### config.mk
export PLATFORM = sky130hd
export DESIGN_NAME = ehd_dispatch
export DESIGN_NICKNAME = d
export VERILOG_FILES = /design/src/ehd_pend.v /design/src/ehd_dispatch.v
export VERILOG_INCLUDE_DIRS = /design/src
export SDC_FILE = /design/constraint.sdc
export NUM_CORES = 1
export LEC_CHECK = 0
export ABC_AREA = 1
export ABC_CLOCK_PERIOD_IN_PS = 4800
export BUFFER_PORTS_ARGS = -buffer_cell sky130_fd_sc_hd__buf_2
export CAP_MARGIN = 15
export CORE_MARGIN = 3
export CORE_UTILIZATION = 55
export DETAILED_ROUTE_END_ITERATION = 12
export HOLD_SLACK_MARGIN = 0.06
export PLACE_DENSITY = 0.89
export SKIP_LAST_GASP = 1
export SYNTH_ARGS = -nofsm -noshare
export SYNTH_HDL_FRONTEND = slang
export SYNTH_SLANG_ARGS = --single-unit
### constraint.sdc
create_clock -name clk -period 4.8 [get_ports clk]
set_input_delay 0.24 -clock clk [delete_from_list [all_inputs] [get_ports clk]]
set_output_delay 0.24 -clock clk [all_outputs]
set_load 0.05 [all_outputs]
### src/ehd_defs.vh
`ifndef EHD_DEFS_VH
`define EHD_DEFS_VH

// Register word offsets on the 4-bit address
`define EHD_REG_CTRL 4'h0
`define EHD_REG_LOADED 4'h1
`define EHD_REG_STATUS 4'h2
`define EHD_REG_CAUSE 4'h3
`define EHD_REG_FLAGS 4'h4
`define EHD_REG_PEND 4'h5
`define EHD_REG_STACK0 4'h8
`define EHD_REG_STACK1 4'h9
`define EHD_REG_STACK2 4'ha
`define EHD_REG_STACK3 4'hb
`define EHD_REG_STACK4 4'hc

// CTRL fields
`define EHD_CTRL_ADCHK_DIS 0
`define EHD_CTRL_RESTART 1
`define EHD_CTRL_RST 1'b0
`define EHD_LOADED_RST 18'h00000

// FLAGS fields
`define EHD_FLG_QOVF 0
`define EHD_FLG_MASKED 1
`define EHD_FLG_GEN 2
`define EHD_FLG_STKOVF 3

// STATUS fields
`define EHD_ST_MODE_LSB 0
`define EHD_ST_DEPTH_LSB 2
`define EHD_ST_BUSY 5
`define EHD_ST_LAST_LSB 8

// Run modes
`define EHD_MODE_RUN 2'h0
`define EHD_MODE_SSTOP 2'h1
`define EHD_MODE_HSTOP 2'h2

// Cause indices, lowest index wins when several are pending
`define EHD_C_LOGIC_BLK 4'h0
`define EHD_C_DATA_BLK 4'h1
`define EHD_C_TO_DIRECT 4'h2
`define EHD_C_TO_IMAGE 4'h3
`define EHD_C_ADDR 4'h4
`define EHD_C_CYCLE 4'h5
`define EHD_C_SUBST 4'h6
`define EHD_C_TO_PIBYTE 4'h7
`define EHD_C_TO_DIST 4'h8
`define EHD_C_PARITY 4'h9
`define EHD_C_LOADXFER 4'ha
`define EHD_C_QOVF 4'hb
`define EHD_C_MASKED 4'hc
`define EHD_C_GEN 4'hd
`define EHD_C_SELFTEST 4'he

// Causes that stop when their handler is absent
`define EHD_STOP_MASK 15'h2ef2

// Handler numbers
`define EHD_HB_BASE 6'h13
`define EHD_HB_MISSING 6'h13
`define EHD_HB_TO_DIRECT 6'h17
`define EHD_HB_TO_IMAGE 6'h18
`define EHD_HB_ADDR 6'h19
`define EHD_HB_CYCLE 6'h1a
`define EHD_HB_SUBST 6'h1b
`define EHD_HB_TO_PIBYTE 6'h1c
`define EHD_HB_TO_DIST 6'h1d
`define EHD_HB_PARITY 6'h1e
`define EHD_HB_LOADXFER 6'h20
`define EHD_HB_TIMED 6'h21
`define EHD_HB_GEN 6'h22
`define EHD_HB_SELFTEST 6'h24

// Cause codes for the shared handler
`define EHD_CODE_LOGIC_BLK 16'h0101
`define EHD_CODE_DATA_BLK 16'h0904
`define EHD_CODE_RST 16'h0000

`define EHD_STACK_MAX 3'h5

`endif

### src/ehd_pend.v
`timescale 1ns/10ps
module ehd_pend (
    input wire clk,
    input wire rstn,
    input wire set,
    input wire clr,
    output reg q
);

    // Set beats clear so an event in the clearing cycle survives
    always @(posedge clk) begin
        if (!rstn) begin
            q <= 1'b0;
        end else begin
            q <= set | (q & ~clr);
        end
    end

endmodule

### src/ehd_dispatch.v
`timescale 1ns/10ps
`include "ehd_defs.vh"

// How it works
// - Each detected error cause calls its assigned handler block; some causes share one.
// - Missing logic block calls handler 19; absent handler means resume.
// - Missing data block calls handler 19; absent handler means STOP.
// - Direct peripheral timeout calls handler 23; absent means continue.
// - Image update or flag transfer timeout calls 24; absent means continue.
// - Addressing error calls 25; absent stops only while checking enabled.
// - Cycle overrun calls 26, bad substitution 27; absent means STOP.
// - Interrupt input byte timeout calls 28; absent means STOP.
// - Distributed peripheral timeout calls 29; absent means continue.
// - Parity or user memory timeout calls 30; absent means STOP.
// - Load or transfer error calls 32; absent means STOP.
// - Timed collision calls 33; overflow stops, masked continues; own flags.
// - Generate error sets its flag, calls 34; absent means STOP.
// - Self-test failure calls 36; absent means continue.
// - New error during a handler nests at the next operation boundary.
// - Handlers return in the reverse of the order they were called.
// - At most five handlers nest; one more overflows and hard stops.
// - Stack depth 01 holds the newest interrupted level, deeper older.
// - Errors only break in at operation boundaries in RUN.
// - Errors during start-up stop it, enter STOP and call the handler.
// - Power failure and overflow hard stop, expansion not ready soft stops.
// - A readable cause code tells 0101H logic from 0904H data block.
module ehd_dispatch (
    input wire clk,
    input wire rstn,
    input wire [3:0] addr,
    input wire [31:0] wdata,
    input wire wr,
    input wire rd,
    output reg [31:0] rdata,
    input wire op_boundary,
    input wire startup,
    input wire [3:0] cur_level,
    input wire handler_return,
    input wire logic_block_missing,
    input wire data_block_missing,
    input wire timeout_error_direct_io,
    input wire timeout_error_image,
    input wire addressing_error,
    input wire cycle_time_exceeded,
    input wire substitution_error,
    input wire timeout_error_process_interrupt_input_byte,
    input wire timeout_error_distributed_io,
    input wire parity_error,
    input wire load_transfer_error,
    input wire timed_irq_queue_overflow,
    input wire timed_irq_masked_too_long,
    input wire data_block_generate_error,
    input wire self_test_error,
    input wire central_power_failure,
    input wire expansion_unit_not_ready,
    output reg handler_call,
    output reg [5:0] handler_num,
    output reg [3:0] handler_cause,
    output wire cpu_run,
    output wire soft_stop,
    output wire hard_stop
);

    wire [14:0] err_in;
    wire [14:0] pend;
    wire [3:0] flags;
    reg [14:0] take;
    reg [3:0] flag_set;
    reg [3:0] flag_clr;
    reg [1:0] mode;
    reg [1:0] next_mode;
    reg [2:0] depth;
    reg [3:0] stk [0:4];
    reg [17:0] loaded;
    reg addressing_check_disable;
    reg [15:0] cause_code;
    reg [3:0] last_cause;
    reg [3:0] sel;
    reg found;
    reg [5:0] hnum;
    reg [5:0] hidx;
    reg hit;
    reg stop_absent;
    reg disp;
    reg overflow;
    reg do_call;
    reg do_pop;
    reg restart;
    reg [14:0] stop_vec;
    integer i;
    integer j;
    genvar g;

    assign err_in = {
        self_test_error,
        data_block_generate_error,
        timed_irq_masked_too_long,
        timed_irq_queue_overflow,
        load_transfer_error,
        parity_error,
        timeout_error_distributed_io,
        timeout_error_process_interrupt_input_byte,
        substitution_error,
        cycle_time_exceeded,
        addressing_error,
        timeout_error_image,
        timeout_error_direct_io,
        data_block_missing,
        logic_block_missing
    };

    // One latch per cause keeps it pending until it is dispatched
    generate
        for (g = 0; g < 15; g = g + 1) begin : g_pend
            ehd_pend u_pend (
                .clk(clk),
                .rstn(rstn),
                .set(err_in[g]),
                .clr(take[g]),
                .q(pend[g])
            );
        end
        for (g = 0; g < 4; g = g + 1) begin : g_flag
            ehd_pend u_flag (
                .clk(clk),
                .rstn(rstn),
                .set(flag_set[g]),
                .clr(flag_clr[g]),
                .q(flags[g])
            );
        end
    endgenerate

    // Fixed priority: the lowest pending index goes first
    always @* begin
        sel = 4'h0;
        found = 1'b0;
        for (j = 14; j >= 0; j = j - 1) begin
            if (pend[j]) begin
                sel = j[3:0];
                found = 1'b1;
            end
        end
    end

    // Cause to handler mapping
    always @* begin
        case (sel)
            `EHD_C_LOGIC_BLK: hnum = `EHD_HB_MISSING;
            `EHD_C_DATA_BLK: hnum = `EHD_HB_MISSING;
            `EHD_C_TO_DIRECT: hnum = `EHD_HB_TO_DIRECT;
            `EHD_C_TO_IMAGE: hnum = `EHD_HB_TO_IMAGE;
            `EHD_C_ADDR: hnum = `EHD_HB_ADDR;
            `EHD_C_CYCLE: hnum = `EHD_HB_CYCLE;
            `EHD_C_SUBST: hnum = `EHD_HB_SUBST;
            `EHD_C_TO_PIBYTE: hnum = `EHD_HB_TO_PIBYTE;
            `EHD_C_TO_DIST: hnum = `EHD_HB_TO_DIST;
            `EHD_C_PARITY: hnum = `EHD_HB_PARITY;
            `EHD_C_LOADXFER: hnum = `EHD_HB_LOADXFER;
            `EHD_C_QOVF: hnum = `EHD_HB_TIMED;
            `EHD_C_MASKED: hnum = `EHD_HB_TIMED;
            `EHD_C_GEN: hnum = `EHD_HB_GEN;
            `EHD_C_SELFTEST: hnum = `EHD_HB_SELFTEST;
            default: hnum = `EHD_HB_SELFTEST;
        endcase
    end

    always @* begin
        hidx = hnum - `EHD_HB_BASE;
        hit = loaded[hidx[4:0]];
        // Addressing errors stop only while checking is enabled
        stop_vec = `EHD_STOP_MASK >> sel;
        stop_absent = stop_vec[0];
        if (sel == `EHD_C_ADDR && addressing_check_disable) begin
            stop_absent = 1'b0;
        end
        // A return and a new dispatch never share a cycle; the
        // pending cause simply waits one more boundary.
        disp = found && op_boundary && !handler_return
            && mode == `EHD_MODE_RUN
            && !central_power_failure;
        overflow = disp && hit && depth == `EHD_STACK_MAX;
        do_call = disp && hit && !overflow;
        do_pop = handler_return && depth != 3'h0;
        take = disp ? (15'h0001 << sel) : 15'h0000;
    end

    // Software strobes and hardware flag set events
    always @* begin
        restart = wr && addr == `EHD_REG_CTRL && wdata[`EHD_CTRL_RESTART];
        flag_clr = 4'h0;
        if (wr && addr == `EHD_REG_FLAGS) begin
            flag_clr = wdata[3:0];
        end
        flag_set = 4'h0;
        flag_set[`EHD_FLG_QOVF] = timed_irq_queue_overflow;
        flag_set[`EHD_FLG_MASKED] = timed_irq_masked_too_long;
        flag_set[`EHD_FLG_GEN] = data_block_generate_error;
        flag_set[`EHD_FLG_STKOVF] = overflow;
    end

    // Run mode
    always @* begin
        next_mode = mode;
        case (mode)
            `EHD_MODE_RUN: begin
                if (central_power_failure || overflow) begin
                    next_mode = `EHD_MODE_HSTOP;
                end else if (expansion_unit_not_ready) begin
                    next_mode = `EHD_MODE_SSTOP;
                end else if (disp && startup) begin
                    next_mode = `EHD_MODE_SSTOP;
                end else if (disp && !hit && stop_absent) begin
                    next_mode = `EHD_MODE_SSTOP;
                end
            end
            `EHD_MODE_SSTOP: begin
                if (central_power_failure) begin
                    next_mode = `EHD_MODE_HSTOP;
                end else if (restart && !expansion_unit_not_ready) begin
                    next_mode = `EHD_MODE_RUN;
                end
            end
            `EHD_MODE_HSTOP: begin
                // Only a reset leaves a hard stop
                next_mode = `EHD_MODE_HSTOP;
            end
            default: begin
                next_mode = `EHD_MODE_HSTOP;
            end
        endcase
    end

    always @(posedge clk) begin
        if (!rstn) begin
            mode <= `EHD_MODE_RUN;
        end else begin
            mode <= next_mode;
        end
    end

    assign cpu_run = mode == `EHD_MODE_RUN;
    assign soft_stop = mode == `EHD_MODE_SSTOP;
    assign hard_stop = mode == `EHD_MODE_HSTOP;

    // Level stack, entry 0 is depth 01
    always @(posedge clk) begin
        if (!rstn) begin
            depth <= 3'h0;
            for (i = 0; i < 5; i = i + 1) begin
                stk[i] <= 4'h0;
            end
        end else if (do_call) begin
            depth <= depth + 3'h1;
            stk[0] <= cur_level;
            for (i = 1; i < 5; i = i + 1) begin
                stk[i] <= stk[i - 1];
            end
        end else if (do_pop) begin
            // Newest handler returns first, reversing call order
            depth <= depth - 3'h1;
            for (i = 0; i < 4; i = i + 1) begin
                stk[i] <= stk[i + 1];
            end
            stk[4] <= 4'h0;
        end
    end

    // Handler call towards the core
    always @(posedge clk) begin
        if (!rstn) begin
            handler_call <= 1'b0;
            handler_num <= 6'h00;
            handler_cause <= 4'h0;
        end else begin
            handler_call <= do_call;
            if (do_call) begin
                handler_num <= hnum;
                handler_cause <= sel;
            end
        end
    end

    // Cause code and last dispatched cause
    always @(posedge clk) begin
        if (!rstn) begin
            cause_code <= `EHD_CODE_RST;
            last_cause <= 4'h0;
        end else if (disp) begin
            last_cause <= sel;
            if (sel == `EHD_C_LOGIC_BLK) begin
                cause_code <= `EHD_CODE_LOGIC_BLK;
            end else if (sel == `EHD_C_DATA_BLK) begin
                cause_code <= `EHD_CODE_DATA_BLK;
            end
        end
    end

    // Writable registers
    always @(posedge clk) begin
        if (!rstn) begin
            addressing_check_disable <= `EHD_CTRL_RST;
            loaded <= `EHD_LOADED_RST;
        end else if (wr) begin
            if (addr == `EHD_REG_CTRL) begin
                addressing_check_disable <= wdata[`EHD_CTRL_ADCHK_DIS];
            end
            if (addr == `EHD_REG_LOADED) begin
                loaded <= wdata[17:0];
            end
        end
    end

    // Read data stand for one cycle only; unmapped reads return zero
    always @(posedge clk) begin
        if (!rstn) begin
            rdata <= 32'h00000000;
        end else if (rd) begin
            case (addr)
                `EHD_REG_CTRL: begin
                    rdata <= {31'h00000000, addressing_check_disable};
                end
                `EHD_REG_LOADED: begin
                    rdata <= {14'h0000, loaded};
                end
                `EHD_REG_STATUS: begin
                    rdata <= {20'h00000, last_cause, 2'h0,
                        depth != 3'h0, depth, mode};
                end
                `EHD_REG_CAUSE: begin
                    rdata <= {16'h0000, cause_code};
                end
                `EHD_REG_FLAGS: begin
                    rdata <= {28'h0000000, flags};
                end
                `EHD_REG_PEND: begin
                    rdata <= {17'h00000, pend};
                end
                `EHD_REG_STACK0: rdata <= {28'h0000000, stk[0]};
                `EHD_REG_STACK1: rdata <= {28'h0000000, stk[1]};
                `EHD_REG_STACK2: rdata <= {28'h0000000, stk[2]};
                `EHD_REG_STACK3: rdata <= {28'h0000000, stk[3]};
                `EHD_REG_STACK4: rdata <= {28'h0000000, stk[4]};
                default: rdata <= 32'h00000000;
            endcase
        end else begin
            rdata <= 32'h00000000;
        end
    end

endmodule

==> out/qor.yml, run 1 <==
run_status:
  status: "completed"
worst_setup_path:
  r2r_start: "g_pend[14].u_pend.q"
  worstPathArrival_ps: 4680
  r2r_end: "depth[2]"
  critical_path_class: "reg2reg"
  critPathCaptureType: "flop"
  r2r_setup_slack_ps: 400
  path_max_fanout: 12
  required_ps: 5080
  r2r_cells: 26
  start_kind: "flop"
synthesis:
  synth_most_common_cell: "nand2_1"
  yosys.area.top_type: "dfxtp_1"
  synth-seq-area-share_pct: 43.5
  synth-seq-cells: 99
  yosys_warnings: 0
  postSynthCellCount: 647
  async_reset_ff_share_pct: 0
  ys_types: 53
  synth_top_area_share_pct: 31.6
  synthTopCellsByCount: "115 x nand2_1, 101 x inv_1, 79 x dfxtp_1"
  netlist_area_um2: 5010
  synth.area.top_cells: "dfxtp_1 32%, edfxtp_1 12%, nand2_1 8.6%, inv_1 7.6%, a21oi_1 4.9%"
  avgSynthCellArea_um2: 7.75
  synth_edf_count: 20
  synth_ff_type: "dfxtp_1"
sta:
  clock_skew_ps: 11.0
  max_freq_mhz: 227
  hold_viol_final: 0
  setup_violations: 0
  fin_crit_sh_pct: 91.7
  fin_setup_tns_ps: 0
  maxSlewHeadroom_pct: 43.2
  drv_slew: 0
  hold_ws_ps: 96.0
  min_period_ps: 4400
  rsz0062_at_grt: "false"
  tightest_slew_ps: 850
routing:
  drtIter0Drc: 360
  routed_wl_um: 13400
  antenna_left: 0
  wl_per_cell_um: 16.1
  first_pass_iters: 5
  via_per_inst: 5.64
  vias: 4707
  drc: 0
placed_design:
  place_congestion: 0.946
  place_area_um2: 5420
  dpl.hpwl_um: 10200
  io_buffers: 81
clock_network:
  clk_latency_ps: 370
  holdBufCountCts: 0
  htreeDepth: 3
  clkTransAtPathRegs_ps: 100
  numCtsBuffers: 9
  cts_sinks: 99
  post_cts_resized: 0
  cts_tree: "built"
  cts_buffer_depth: 2
  clock-root-buffer: "clkbuf_8"
  cts_setup_buffers: 0
global_routing:
  grt_max_degree: 29
  grt_pass1_vias: 4324
  track_usage_pct: 26.4
  grt_pass1_wl_um: 21200
  grt.overflow.total: 0
  antenna_found_initial: 0
run:
  maxCapViolations: 0
min_path:
  worst_hold_path.endpoint: "g_pend[5].u_pend.q"
  hold-path-cell-count: 3
  hp-class: "in2reg"
  hold_start: "cycle_time_exceeded"
cells_and_area:
  multi_input_area_um2: 2260
  layout-drive-gt1-share_pct: 20.4
  final_cell_area_um2: 5610
  antenna_cells: 0
  fillers: 739
  seqCellArea_um2: 2180
  finalNetCount: 797
  area.growth.synth_to_final_pct: 12.0
die:
  row_count: 34
  core_um2: 8810
  initial_core_util_pct: 56.9
  die_h_um: 101
  die-width_um: 101
  dieArea_um2: 10300
  ios: 110
power_and_ir_drop:
  powerDensity_nw_per_um2: 351
  p_leak_uw: 0.00256
  peakVddDrop_uv: 130
power breakdown:
group / total, uW / internal, uW / switching, uW
Combinational: 476 / 140 / 336
Clock: 535 / 240 / 295
Sequential: 960 / 919 / 40.9
Total: 1970 / 1300 / 672
through the flow:
step                cells  power, uW  worst slack, ps  utilization, %
finish                835       1970              396            63.7
CTS                   835       1970              442            63.7
global route          835       2070             12.9            63.7
detailed placement    819       1440              461            61.6
floorplan             660       1330              703               -
global placement      819       1430              515            61.6
layer usage:
layer  GRT usage [%]  share of wire, %  vias up
met5               0                 0        -
met4            10.2               3.0        0
met3            4.41               7.8       35
met2            43.0                47      261
met1            35.3                42     2162
li1                -                 -     2249
critical path: stages, from the launching register on:
cell	delay, ps
dfxtp_1	380
inv_1	50
o311ai_0	270
nand3_1	110
nand3_1	80
nand3_1	80
nand3_1	80
nand3_1	170
inv_1	210
ha_1	200
inv_1	60
nand2_1	70
nand2_1	90
inv_2	150
nand2_2	180
ha_1	450
inv_1	130
nand3_1	100
nand3_1	70
nand3_1	100
nand3_2	110
nand2_4	120
nand3_4	110
fa_1	420
or2_2	320
a21oi_1	150
nor2_1	60
cells by family after synthesis:
group | count (synthesis) | share of synthesized area, %
AND/OR/NAND/NOR | 252 | 24.5
AO/OA/AOI/OAI | 142 | 16.7
buffers and inverters | 142 | 12.2
flip-flops | 99 | 43.5
adder cells (fa/ha/maj) | 11 | 2.90
other | 1 | 0.0748
sequential cells by signal, indices dropped and copies added, names as in the netlist:
register                  flops
cause_code                    3
rdata                        18
addressing_check_disable      1
g_pend.u_pend.q              15
last_cause                    4
mode                          2
handler_call                  1
loaded                       18
handler_num                   6
depth                         3
handler_cause                 4
g_flag.u_flag.q               4
stk                          20
cells in the final DEF, fill, tap and decap left out, types with 6 or more instances in the layout:
master    instances
nand2_1         115
inv_1           101
buf_2            81
dfxtp_1          79
nand3_1          49
a21oi_1          49
nor2_1           42
o21ai_0          35
o22ai_1          21
edfxtp_1         20
nand2_2          16
conb_1           14
ha_1             10
clkbuf_8          9
nor3_1            8
o21ai_2           7
o21ai_1           6
layout make-up:
type	instances	area share, %
Inverter	109	7.36
Multi-Input combinational cell	419	40.3
Sequential cell	99	38.9
Timing Repair Buffer	84	7.62
Clock buffer	9	2.21
Tap cell	108	2.41
Clock inverter	7	1.18
how the worst max path moves through the flow:
stage,startpoint,end,slack [ps],cells past startpoint
floorplan,g_pend[14].u_pend.q,stk[0][0],700,25
global placement,g_pend[14].u_pend.q,depth[2],520,26
global route,g_pend[14].u_pend.q,depth[2],10,26
detailed placement,g_pend[14].u_pend.q,depth[2],460,26
CTS,g_pend[14].u_pend.q,depth[2],440,26
finish,g_pend[14].u_pend.q,depth[2],400,26
Power figures use the tool's default switching activity.
==> run 2: changes to the inputs <==
--- a/config.mk
+++ b/config.mk
@@ -12,10 +12,13 @@
 export CAP_MARGIN = 15
 export CORE_MARGIN = 3
 export CORE_UTILIZATION = 55
+export CTS_CLUSTER_DIAMETER = 50
 export DETAILED_ROUTE_END_ITERATION = 12
 export HOLD_SLACK_MARGIN = 0.06
-export PLACE_DENSITY = 0.89
+export PLACE_DENSITY = 0.88
+export RECOVER_POWER = 25
 export SKIP_LAST_GASP = 1
 export SYNTH_ARGS = -nofsm -noshare
 export SYNTH_HDL_FRONTEND = slang
+export SYNTH_HIERARCHICAL = 1
 export SYNTH_SLANG_ARGS = --single-unit
==> out/qor.yml, run 2 <==
worst_setup_path:
  cp_slowest_cell: "fa_1"
  critPathCaptureType: "flop"
  r2r_cells: 29
  worstSetupStartpoint: "g_pend[13].u_pend/q"
  r2r_setup_slack_ps: 460
  r2r_end: "depth[2]"
  critical_path_class: "reg2reg"
  slowest_delay_ps: 450
  required_ps: 5070
  path_buf_inv: 1
  path_max_fanout: 14
  critPathMostFrequentCell: "nand2_1"
  start_kind: "flop"
  r2r_start: "g_pend[13].u_pend/q"
  worstPathArrival_ps: 4620
  path_delay_family: "simple AND/OR/NAND/NOR gates"
cells_and_area:
  instances_no_fill: 923
  mostFrequentLayoutCells: "152 x inv_1, 114 x nand2_1, 79 x dfxtp_1, 55 x nand3_1, 50 x buf_2"
  top_regs: "stk x20, loaded x18, rdata x18"
  area.growth.synth_to_final_pct: 11.5
  finalNetCount: 864
  layout-drive-gt1-share_pct: 18.9
  final_common_cell: "inv_1"
  antenna_cells: 0
  top_register: "stk"
  largest_reg_flops: 20
min_path:
  worst_hold_path.endpoint: "g_pend[8].u_pend/q"
  hold-path-cell-count: 3
  hp-class: "in2reg"
  hold_start: "timeout_error_distributed_io"
die:
  row_count: 35
  ios: 110
  die_h_um: 105
  initial_core_util_pct: 57.3
  core_um2: 9330
  dieArea_um2: 10900
  die-width_um: 105
synthesis:
  synth-seq-cells: 99
  synth.area.top_cells: "dfxtp_1 30%, edfxtp_1 11%, inv_1 11%, nand2_1 8.0%, nand3_1 5.2%"
  synth_edf_count: 20
  synth-seq-area-share_pct: 40.8
  synth_top_area_share_pct: 29.6
  synth_most_common_cell: "inv_1"
  async_reset_ff_share_pct: 0
  avgSynthCellArea_um2: 7.50
  synthTopCellsByCount: "153 x inv_1, 114 x nand2_1, 79 x dfxtp_1"
  postSynthCellCount: 713
  yosys_warnings: 6
  synth_ff_type: "dfxtp_1"
  netlist_area_um2: 5350
  ys_types: 48
  yosys.area.top_type: "dfxtp_1"
routing:
  drtIter0Drc: 606
  drc: 0
  via_per_inst: 5.36
  vias: 4944
  wl_per_cell_um: 14.6
  routed_wl_um: 13500
  first_pass_iters: 5
  antenna_left: 0
global_routing:
  met1_usage_pct: 33.9
  antenna_found_initial: 0
  grt-busiest-layer: "met2"
  grt_max_degree: 35
  grt.overflow.total: 0
  grt_pass1_vias: 4529
  grt_pass1_wl_um: 21900
  use_met2_pct: 39.3
  grt_use_met3_pct: 4.01
  track_usage_pct: 24.7
sta:
  tightest_slew_ps: 1090
  max_freq_mhz: 230
  fin_setup_tns_ps: 0
  min_period_ps: 4340
  clock_skew_ps: 16.1
  hold_ws_ps: 100
  setup_violations: 0
  maxSlewHeadroom_pct: 27.6
  rsz0062_at_grt: "false"
  drv_slew: 0
  hold_viol_final: 0
  fin_crit_sh_pct: 90.5
power_and_ir_drop:
  total_power_uw: 2070
  p_leak_uw: 0.00266
  powerDensity_nw_per_um2: 348
  peakVddDrop_uv: 179
clock_network:
  clkTransAtPathRegs_ps: 100
  cts_sinks: 99
  cts_buffer_depth: 2
  htreeDepth: 3
  clock-root-buffer: "clkbuf_8"
  cts_tree: "built"
  numCtsBuffers: 9
  clk_latency_ps: 380
  holdBufCountCts: 0
placed_design:
  dpl.hpwl_um: 10100
  numPlacedInstances: 906
  io_buffers: 81
  place_congestion: 0.955
run_status:
  status: "completed"
run:
  maxCapViolations: 0
-- run 2: metrics by stage --
step                      utilization [%]  instance area (um^2)  worst slack [ps]
after CTS                            64.2                  5990               249
after global routing                 63.9                  5960               149
after detailed placement             62.0                  5780               293
after floorplan                         -                  5400               710
final                                63.9                  5960               455
after global placement               62.0                  5780               471
-- run 2: timing repair --
item | 4_1_cts | 5_1_grt
setup buffers | 0 | 1
setup endpoints to repair | 0 | 1
gates resized for setup | 0 | 2
-- run 2: worst min-delay path, cell delays in order --
cell     delay [ps]
buf_2            90
inv_1            50
a21oi_2          50
-- run 2: worst max path at each step --
stage / end / slack, ps / depth (start not counted)
floorplan: stk[0][0] / 710 / 22
global placement: depth[2] / 470 / 25
detailed placement: depth[2] / 290 / 24
CTS: depth[2] / 250 / 24
global route: depth[2] / 150 / 32
finish: depth[2] / 460 / 29
-- run 2: area by class of cell --
class,count,area [um^2]
Timing Repair Buffer,85,397
Clock buffer,9,124
Inverter,172,647
Clock inverter,7,80.1
Multi-Input combinational cell,422,2370
Fill cell,830,3370
Tap cell,129,161
Sequential cell,99,2180
-- run 2: layer usage --
layer,vias to the layer above,wire length (um)
li1,2407,-
met1,2191,5720
met2,307,6090
met3,39,1350
met4,0,344
met5,-,0
-- run 2: kinds of logic after synthesis --
family,Yosys count,share of synthesized area (%)
AO/OA/AOI/OAI,142,18.8
adder cells (fa/ha/maj),11,2.71
buffers and inverters,205,15.9
flip-flops,99,40.8
other,1,0.0701
AND/OR/NAND/NOR,255,21.7
-- run 2: where the power goes --
part	internal (uW)	switching (uW)	leakage [uW]
Clock	249	312	0.0000987
Sequential	938	42.4	0.000857
Combinational	153	380	0.00171
